==> src/ers_map.svh <==
// Offsets, field positions, factory values and widths for the region selector
`ifndef ERS_MAP_SVH
`define ERS_MAP_SVH

// ============================================================
// Register byte offsets on the bus
`define ERS_OFF_GLOBAL 8'h00
`define ERS_OFF_PTR1 8'h04
`define ERS_OFF_PTR2 8'h08
`define ERS_OFF_PTR3 8'h0C
`define ERS_OFF_PTR4 8'h10
`define ERS_OFF_PROBE 8'h14

// ============================================================
// Pointer register fields
`define ERS_PTR_W 11
`define ERS_PTR_SECTOR_MSB 10
`define ERS_PTR_SECTOR_LSB 2
`define ERS_PTR_TYPE_BIT 1
`define ERS_PTR_EN_N_BIT 0

// ============================================================
// Global register fields
`define ERS_GLB_W 2
`define ERS_GLB_TYPE_BIT 1
`define ERS_GLB_WEAR_BIT 0

// ============================================================
// Probe register fields
`define ERS_PROBE_SECTOR_MSB 8
`define ERS_PROBE_TYPE_BIT 16
`define ERS_PROBE_IDX_LSB 17
`define ERS_PROBE_IDX_MSB 19

// ============================================================
// Factory values of the nonvolatile fields
`define ERS_PTR_DEFAULT 11'h7FF
`define ERS_GLB_DEFAULT 2'h3

`endif

==> src/ers_pkg.sv <==
// Shared types of the endurance region selector
package ers_pkg;

  // ============================================================
  // Sector number and region kinds
  typedef logic [8:0] ers_sector_t;     // Sector address
  typedef logic [2:0] ers_index_t;      // 0 = global, 1..4 = pointer

  typedef enum logic {
    ERS_LONG_RETENTION,
    ERS_HIGH_ENDURANCE
  } ers_region_t;

endpackage : ers_pkg

==> src/ers_resolve.sv <==
// Finds the region governing one sector from the four pointers
`timescale 1ns/10ps
`include "ers_map.svh"

module ers_resolve #(
  parameter int NUM_PTR = 4,
  parameter int SECTOR_W = 9
) (
  input wire logic [NUM_PTR*`ERS_PTR_W-1:0] ptrFlat, // Pointer words, pointer one lowest
  input wire logic globalRegionType,                  // Type when no pointer governs
  input wire logic [SECTOR_W-1:0] sector,             // Sector to classify
  output ers_pkg::ers_region_t regionType,            // Resolved type
  output ers_pkg::ers_index_t regionIndex,            // Governing pointer, 0 for global
  output logic [SECTOR_W-1:0] regionStart             // First sector of that region
);

  // ============================================================
  // Search for the enabled pointer with the highest start not above the sector
  always_comb begin
    logic found;
    logic [`ERS_PTR_W-1:0] word;
    found = 1'b0;
    word = '0;
    regionStart = '0;
    regionIndex = 3'h0;
    regionType = ers_pkg::ers_region_t'(globalRegionType);
    for (int i = 0; i < NUM_PTR; i++) begin
      word = ptrFlat[i*`ERS_PTR_W +: `ERS_PTR_W];
      if (!word[`ERS_PTR_EN_N_BIT] &&
          word[`ERS_PTR_SECTOR_MSB:`ERS_PTR_SECTOR_LSB] <= sector &&
          (!found || word[`ERS_PTR_SECTOR_MSB:`ERS_PTR_SECTOR_LSB] >= regionStart)) begin
        // Equal starts: the higher pointer wins
        found = 1'b1;
        regionStart = word[`ERS_PTR_SECTOR_MSB:`ERS_PTR_SECTOR_LSB];
        regionIndex = 3'(i + 1);
        regionType = ers_pkg::ers_region_t'(word[`ERS_PTR_TYPE_BIT]);
      end
    end
  end

endmodule : ers_resolve

==> src/ers_top.sv <==
// Endurance region selector: nonvolatile pointers, Wishbone slave, sector classifier
// Summary of operation
// - Pointer bits 10:2 hold region start sector
// - Pointer bit 1 picks retention or endurance
// - Pointer bit 0 low enables the pointer
// - Global type governs when no pointer enabled
// - Global bit 0 switches wear leveling
// - Pointer and global fields survive resets as nonvolatile
//
// The register addresses and the Wishbone slave port were decided locally.
`timescale 1ns/10ps
`include "ers_map.svh"

module ers_top #(
  parameter int NUM_PTR = 4,  // Number of region pointers
  parameter int ADR_W = 8     // Byte address width
) (
  input wire logic core_clk,                   // 40 MHz clock
  input wire logic rstn,                       // Asynchronous reset, active low
  input wire logic wb_cyc_i,                   // Bus cycle
  input wire logic wb_stb_i,                   // Bus strobe
  input wire logic wb_we_i,                    // Write enable
  input wire logic [ADR_W-1:0] wb_adr_i,       // Byte address
  input wire logic [3:0] wb_sel_i,             // Byte lanes
  input wire logic [31:0] wb_dat_i,            // Write data
  output logic [31:0] wb_dat_o,                // Read data
  output logic wb_ack_o,                       // Acknowledge
  input wire ers_pkg::ers_sector_t querySector, // Sector from the array logic
  output ers_pkg::ers_region_t regionType,     // Type of queried sector
  output ers_pkg::ers_index_t regionIndex,     // Pointer governing it
  output logic wearLevelEnable                 // Wear leveling switch
);

  // ============================================================
  // Reset release synchroniser
  logic rstMeta;    // First stage, read only by second
  logic rstSyncN;   // Released reset used everywhere

  // Two stages so release never lands mid-setup
  always_ff @(posedge core_clk or negedge rstn) begin
    if (!rstn) begin
      rstMeta <= 1'b0;
      rstSyncN <= 1'b0;
    end else begin
      rstMeta <= 1'b1;
      rstSyncN <= rstMeta;
    end
  end

  // ============================================================
  // Nonvolatile storage
  // These flops start at the factory value and are never touched by reset,
  // standing in for the flash cells behind them.
  logic [`ERS_PTR_W-1:0] ptrReg [NUM_PTR] = '{default: `ERS_PTR_DEFAULT};
  logic [`ERS_GLB_W-1:0] glbReg = `ERS_GLB_DEFAULT;
  logic [NUM_PTR*`ERS_PTR_W-1:0] ptrFlat;  // Packed copy for the resolvers
  logic [NUM_PTR-1:0] ptrEnN;              // Enable-low bits of all pointers

  // Pack pointer words for the resolver ports
  always_comb begin
    for (int i = 0; i < NUM_PTR; i++) begin
      ptrFlat[i*`ERS_PTR_W +: `ERS_PTR_W] = ptrReg[i];
      ptrEnN[i] = ptrReg[i][`ERS_PTR_EN_N_BIT];
    end
  end

  // ============================================================
  // Bus decode
  logic busReq;     // Request waiting for its answer
  logic busWrite;   // Write taken this cycle
  logic hitGlobal;  // Global register addressed
  logic hitProbe;   // Probe register addressed
  logic [NUM_PTR-1:0] hitPtr;  // Pointer register addressed

  // One request per ack; the high ack blocks a double take
  assign busReq = wb_cyc_i && wb_stb_i && !wb_ack_o;
  assign busWrite = busReq && wb_we_i;
  assign hitGlobal = (wb_adr_i == `ERS_OFF_GLOBAL);
  assign hitProbe = (wb_adr_i == `ERS_OFF_PROBE);

  // Pointer n sits one word above pointer n-1
  always_comb begin
    for (int i = 0; i < NUM_PTR; i++) begin
      hitPtr[i] = (wb_adr_i == ADR_W'(`ERS_OFF_PTR1 + 4 * i));
    end
  end

  // ============================================================
  // Acknowledge: one cycle after the strobe, dropped the next cycle
  always_ff @(posedge core_clk or negedge rstSyncN) begin
    if (!rstSyncN) begin
      wb_ack_o <= 1'b0;
    end else begin
      wb_ack_o <= busReq;
    end
  end

  // ============================================================
  // Pointer register writes
  // no reset on stored fields
  always_ff @(posedge core_clk) begin
    for (int i = 0; i < NUM_PTR; i++) begin
      if (rstSyncN && busWrite && hitPtr[i]) begin
        // Low byte: sector low bits, type, enable
        if (wb_sel_i[0]) begin
          ptrReg[i][7:0] <= wb_dat_i[7:0];
        end
        // Second byte: top sector bits
        if (wb_sel_i[1]) begin
          ptrReg[i][`ERS_PTR_W-1:8] <= wb_dat_i[`ERS_PTR_W-1:8];
        end
      end
    end
  end

  // ============================================================
  // Global register write
  // survives reset
  always_ff @(posedge core_clk) begin
    if (rstSyncN && busWrite && hitGlobal && wb_sel_i[0]) begin
      glbReg <= wb_dat_i[`ERS_GLB_W-1:0];
    end
  end

  // ============================================================
  // Probe sector: software picks a sector to classify
  ers_pkg::ers_sector_t probeSector;  // Volatile, cleared by reset

  always_ff @(posedge core_clk or negedge rstSyncN) begin
    if (!rstSyncN) begin
      probeSector <= '0;
    end else if (busWrite && hitProbe) begin
      if (wb_sel_i[0]) begin
        probeSector[7:0] <= wb_dat_i[7:0];
      end
      if (wb_sel_i[1]) begin
        probeSector[8] <= wb_dat_i[8];
      end
    end
  end

  // ============================================================
  // Two classifiers: the array port and the software probe
  ers_pkg::ers_region_t portType;   // Port result, before the output flop
  ers_pkg::ers_index_t portIdx;     // Port governing pointer
  ers_pkg::ers_sector_t portStart;  // Port region start
  ers_pkg::ers_region_t probeType;  // Probe result
  ers_pkg::ers_index_t probeIdx;    // Probe governing pointer

  ers_resolve #(
    .NUM_PTR(NUM_PTR),
    .SECTOR_W(9)
  ) u_port_resolve (
    .ptrFlat(ptrFlat),
    .globalRegionType(glbReg[`ERS_GLB_TYPE_BIT]),
    .sector(querySector),
    .regionType(portType),
    .regionIndex(portIdx),
    .regionStart(portStart)
  );

  ers_resolve #(
    .NUM_PTR(NUM_PTR),
    .SECTOR_W(9)
  ) u_probe_resolve (
    .ptrFlat(ptrFlat),
    .globalRegionType(glbReg[`ERS_GLB_TYPE_BIT]),
    .sector(probeSector),
    .regionType(probeType),
    .regionIndex(probeIdx),
    .regionStart()
  );

  // ============================================================
  // Registered classifier outputs
  // One cycle of latency buys clean outputs at the cost of a stale cycle
  always_ff @(posedge core_clk or negedge rstSyncN) begin
    if (!rstSyncN) begin
      regionType <= ers_pkg::ERS_LONG_RETENTION;
      regionIndex <= 3'h0;
    end else begin
      regionType <= portType;
      regionIndex <= portIdx;
    end
  end

  // ============================================================
  // Wear leveling switch
  always_ff @(posedge core_clk or negedge rstSyncN) begin
    if (!rstSyncN) begin
      wearLevelEnable <= 1'b0;
    end else begin
      wearLevelEnable <= glbReg[`ERS_GLB_WEAR_BIT];
    end
  end

  // ============================================================
  // Read data mux
  logic [31:0] next_datO;  // Read word for the next ack

  always_comb begin
    next_datO = 32'h0000_0000;
    if (hitGlobal) begin
      next_datO[`ERS_GLB_W-1:0] = glbReg;
    end else if (hitProbe) begin
      // Sector plus its live classification
      next_datO[`ERS_PROBE_SECTOR_MSB:0] = probeSector;
      next_datO[`ERS_PROBE_TYPE_BIT] = probeType;
      next_datO[`ERS_PROBE_IDX_MSB:`ERS_PROBE_IDX_LSB] = probeIdx;
    end else begin
      // Pointer words, unmapped stays zero
      for (int i = 0; i < NUM_PTR; i++) begin
        if (hitPtr[i]) begin
          next_datO[`ERS_PTR_W-1:0] = ptrReg[i];
        end
      end
    end
  end

  // Read data only changes with a taken request
  always_ff @(posedge core_clk or negedge rstSyncN) begin
    if (!rstSyncN) begin
      wb_dat_o <= 32'h0000_0000;
    end else if (busReq) begin
      wb_dat_o <= next_datO;
    end
  end

  // ============================================================
  // Checks
  // Classifier and bus outputs hold reset values on the release edge,
  // so the output checks only start on an edge where reset was already off.
  // Armed one edge in, so the stability check always has a history
  logic chkArmed = 1'b0;  // Assertion helper, never reset

  always_ff @(posedge core_clk) begin
    chkArmed <= 1'b1;
  end
endmodule : ers_top

==> config.mk <==
export PLATFORM = sky130hd
export DESIGN_NAME = ers_top
export DESIGN_NICKNAME = d
export VERILOG_FILES = /design/src/ers_pkg.sv /design/src/ers_resolve.sv /design/src/ers_top.sv
export VERILOG_INCLUDE_DIRS = /design/src
export SDC_FILE = /design/constraint.sdc
export NUM_CORES = 1
export LEC_CHECK = 0
export ABC_AREA = 1
export BUFFER_PORTS_ARGS = -buffer_cell sky130_fd_sc_hd__buf_2
export CAP_MARGIN = 20
export CORE_UTILIZATION = 30
export CTS_CLUSTER_DIAMETER = 80
export CTS_CLUSTER_SIZE = 20
export DETAILED_ROUTE_END_ITERATION = 6
export PLACE_DENSITY = 0.51
export RECOVER_POWER = 25
export SLEW_MARGIN = 25
export SYNTH_ARGS = -nofsm -noshare
export SYNTH_HDL_FRONTEND = slang
export SYNTH_HIERARCHICAL = 1
export SYNTH_SLANG_ARGS = --single-unit
==> constraint.sdc <==
create_clock -name core_clk -period 1.27 [get_ports core_clk]
set_clock_uncertainty 0.15 [all_clocks]
set_input_delay 0.127 -clock core_clk [delete_from_list [all_inputs] [get_ports core_clk]]
set_output_delay 0.127 -clock core_clk [all_outputs]
set_load 0.02 [all_outputs]
==> results.toml <==
[outcome]
status = "finished, violations left"
violations = "setup timing"

[drt]
ant_nets = 0
routed_wl_microns = 29600
drt-pass1-iter-count = 5
route.detailed.drc = 0
drt_iter0_markers = 490
wl_per_cell_microns = 17.6
num_vias = 8231
avgViaCountPerCell = 4.89

[floorplan]
die_x_microns = 161
start_util = 0.309
die_y_microns = 161
rows = 57
ios = 96
die_area_sq_mm = 0.0260
core-area_sq_mm = 0.0246

[clocking]
cts.sinks = 78
htreeDepth = 3
numCtsBuffers = 9
insertion_delay_ns = 0.35
tritoncts = "built"
ctsRootBufferMaster = "clkbuf_16"
clk_path_buf_depth = 2
clkTransAtPathRegs_ns = 0.06

[grt]
grt-ovfl-total = 0
grtUsageTotal = 0.225
grt_max_degree = 23
antenna_found_initial = 0
grt_pass1_wl_microns = 43600
grt_pass1_vias = 7977

[cells_and_area]
layout.nets = 1538
num_antenna_cells = 0
drive_gt1_frac = 0.460
post-route-util = 0.495
layoutNonFillerInstCount = 1683
area_growth_pct = 60.3

[pwr]
p_leak_nw = 5.91
p_clk_frac = 0.384
peakVddDrop_mv = 0.774
p_switching_mw = 1.66
p_per_area_mw_per_mm2 = 506
netSwitchingFraction = 0.270
total_power_mw = 6.17
power_frac_seq = 0.442
p_comb_frac = 0.174
p_int_mw = 4.50

[worst_setup_path]
cp.required_ns = 1.40
critical_path.endpoint_type = "flop"
crit_type = "reg2reg"
cp_slowest_stage_delay_ns = 0.45
critPathMaxFanout = 6
crit_top_cell = "buf_4"
crit_path_start_kind = "flop"
cp_slowest_cell = "edfxtp_1"
cp_data_arrival_time_ns = 5.60

[placed_design]
port_buffers = 55
dp.cells = 1580
gp_congestion = 0.924
dp_hpwl_microns = 23000
dp_slack_ns = -4.58

[flow_run]
maxCapViolCount = 0

[sta]
worstMarginPinSlew_ns = 0.573
rsz0062_at_grt = "yes"
finalSetupViolCount = 74
slew_headroom = 0.618
finalSetupTns_ns = -54.45
fin_ws_ns = -4.20
maxSlewViolCount = 0
hold_viol_final = 0
period_share = 4.31
timing.fmax_ghz = 0.183
period_minus_slack_ns = 5.47

[synth]
syn_area_sq_mm = 0.00760
synthCells = 1022
synth_warnings = 6
syn_avg_cell_area_sq_um = 7.44

[worst_hold_path]
hold_path_class = "in2reg"
## area by class of cell
| type | count | area (sq um) |
|---|---|---|
| Timing Repair Buffer | 340 | 2600 |
| Clock inverter | 5 | 33.8 |
| Fill cell | 2385 | 12400 |
| Inverter | 144 | 573 |
| Sequential cell | 78 | 2180 |
| Tap cell | 324 | 405 |
| Clock buffer | 11 | 233 |
| Multi-Input combinational cell | 781 | 6160 |
## per-stage QoR
| step | instance area (sq um) | hold slack, ns |
|---|---|---|
| after global placement | 9860 | -0.236 |
| after global routing | 12200 | 0.156 |
| final | 12200 | 0.152 |
| after CTS | 11500 | 0.139 |
| after detailed placement | 9860 | -0.235 |
| after floorplan | 7990 | -0.319 |
## flip-flops by register name, summed over array words and instances (netlist names)
| register | cells |
|---|---|
| ptrReg | 44 |
| wb_dat_o | 15 |
| probeSector | 9 |
| regionIndex | 3 |
| glbReg | 2 |
| regionType | 1 |
| rstMeta | 1 |
| rstSyncN | 1 |
| wb_ack_o | 1 |
| wearLevelEnable | 1 |
## critical path: cells and delay by family, from the launching register on
family                   cells  cell delay (ns)
AO/OA/AOI/OAI                2             0.37
adder cells (fa/ha/maj)      3             0.74
buffers and inverters       16             1.78
flip-flops                   1             0.45
AND/OR/NAND/NOR             22             1.89
## power by group through the flow
stage,Sequential [mW],Clock [mW],Combinational [mW]
final,2.73,2.36,1.07
after global routing,2.73,2.49,1.18
after CTS,2.73,2.41,0.997
after detailed placement,2.78,0,0.851
after global placement,2.78,0,0.844
after floorplan,2.81,0,0.481
## final timing paths
kind	start	endpoint	slack (ns)	depth (start not counted)
worst max register to register	ptrReg[0][6]	wb_dat_o[16]	-4.20	43
worst min register to register	rstMeta	rstSyncN	0.20	0
min in group asynchronous	rstSyncN	wb_dat_o[0]	0.34	1
worst max-delay path	ptrReg[0][6]	wb_dat_o[16]	-4.20	43
max in group asynchronous	rstSyncN	wb_ack_o	0.19	1
worst min-delay path	wb_sel_i[1]	ptrReg[1][10]	0.15	3
## cells in the final DEF, fill, tap and decap left out, types with 28 or more instances in the layout
cell type	n
buf_2	55
edfxtp_1	46
nand2_2	55
buf_4	233
buf_6	34
ha_4	55
a21oi_1	45
ha_1	71
nor2_1	37
inv_1	109
nand2_1	223
dfrtp_1	31
nand3_1	65
inv_2	30
nor2_4	28
## routing by layer
| metal | track usage | part of all wire | vias up |
|---|---|---|---|
| li1 | - | - | 4026 |
| met1 | 0.298 | 0.45 | 3880 |
| met2 | 0.384 | 0.48 | 274 |
| met3 | 0.0200 | 0.045 | 51 |
| met4 | 0.0746 | 0.031 | 0 |
| met5 | 0 | 0 | - |
## repair_timing
| action | CTS | global route |
|---|---|---|
| hold buffers | 14 | 0 |
| resized for setup | 157 | 140 |
| pin swaps | 69 | 72 |
| cloned | 4 | 2 |
| hold endpoints to repair | 57 | 0 |
| endpoints found under the setup margin | 74 | 75 |
| setup buffers | 54 | 16 |
No activity file was read; power rests on OpenSTA's default activity.
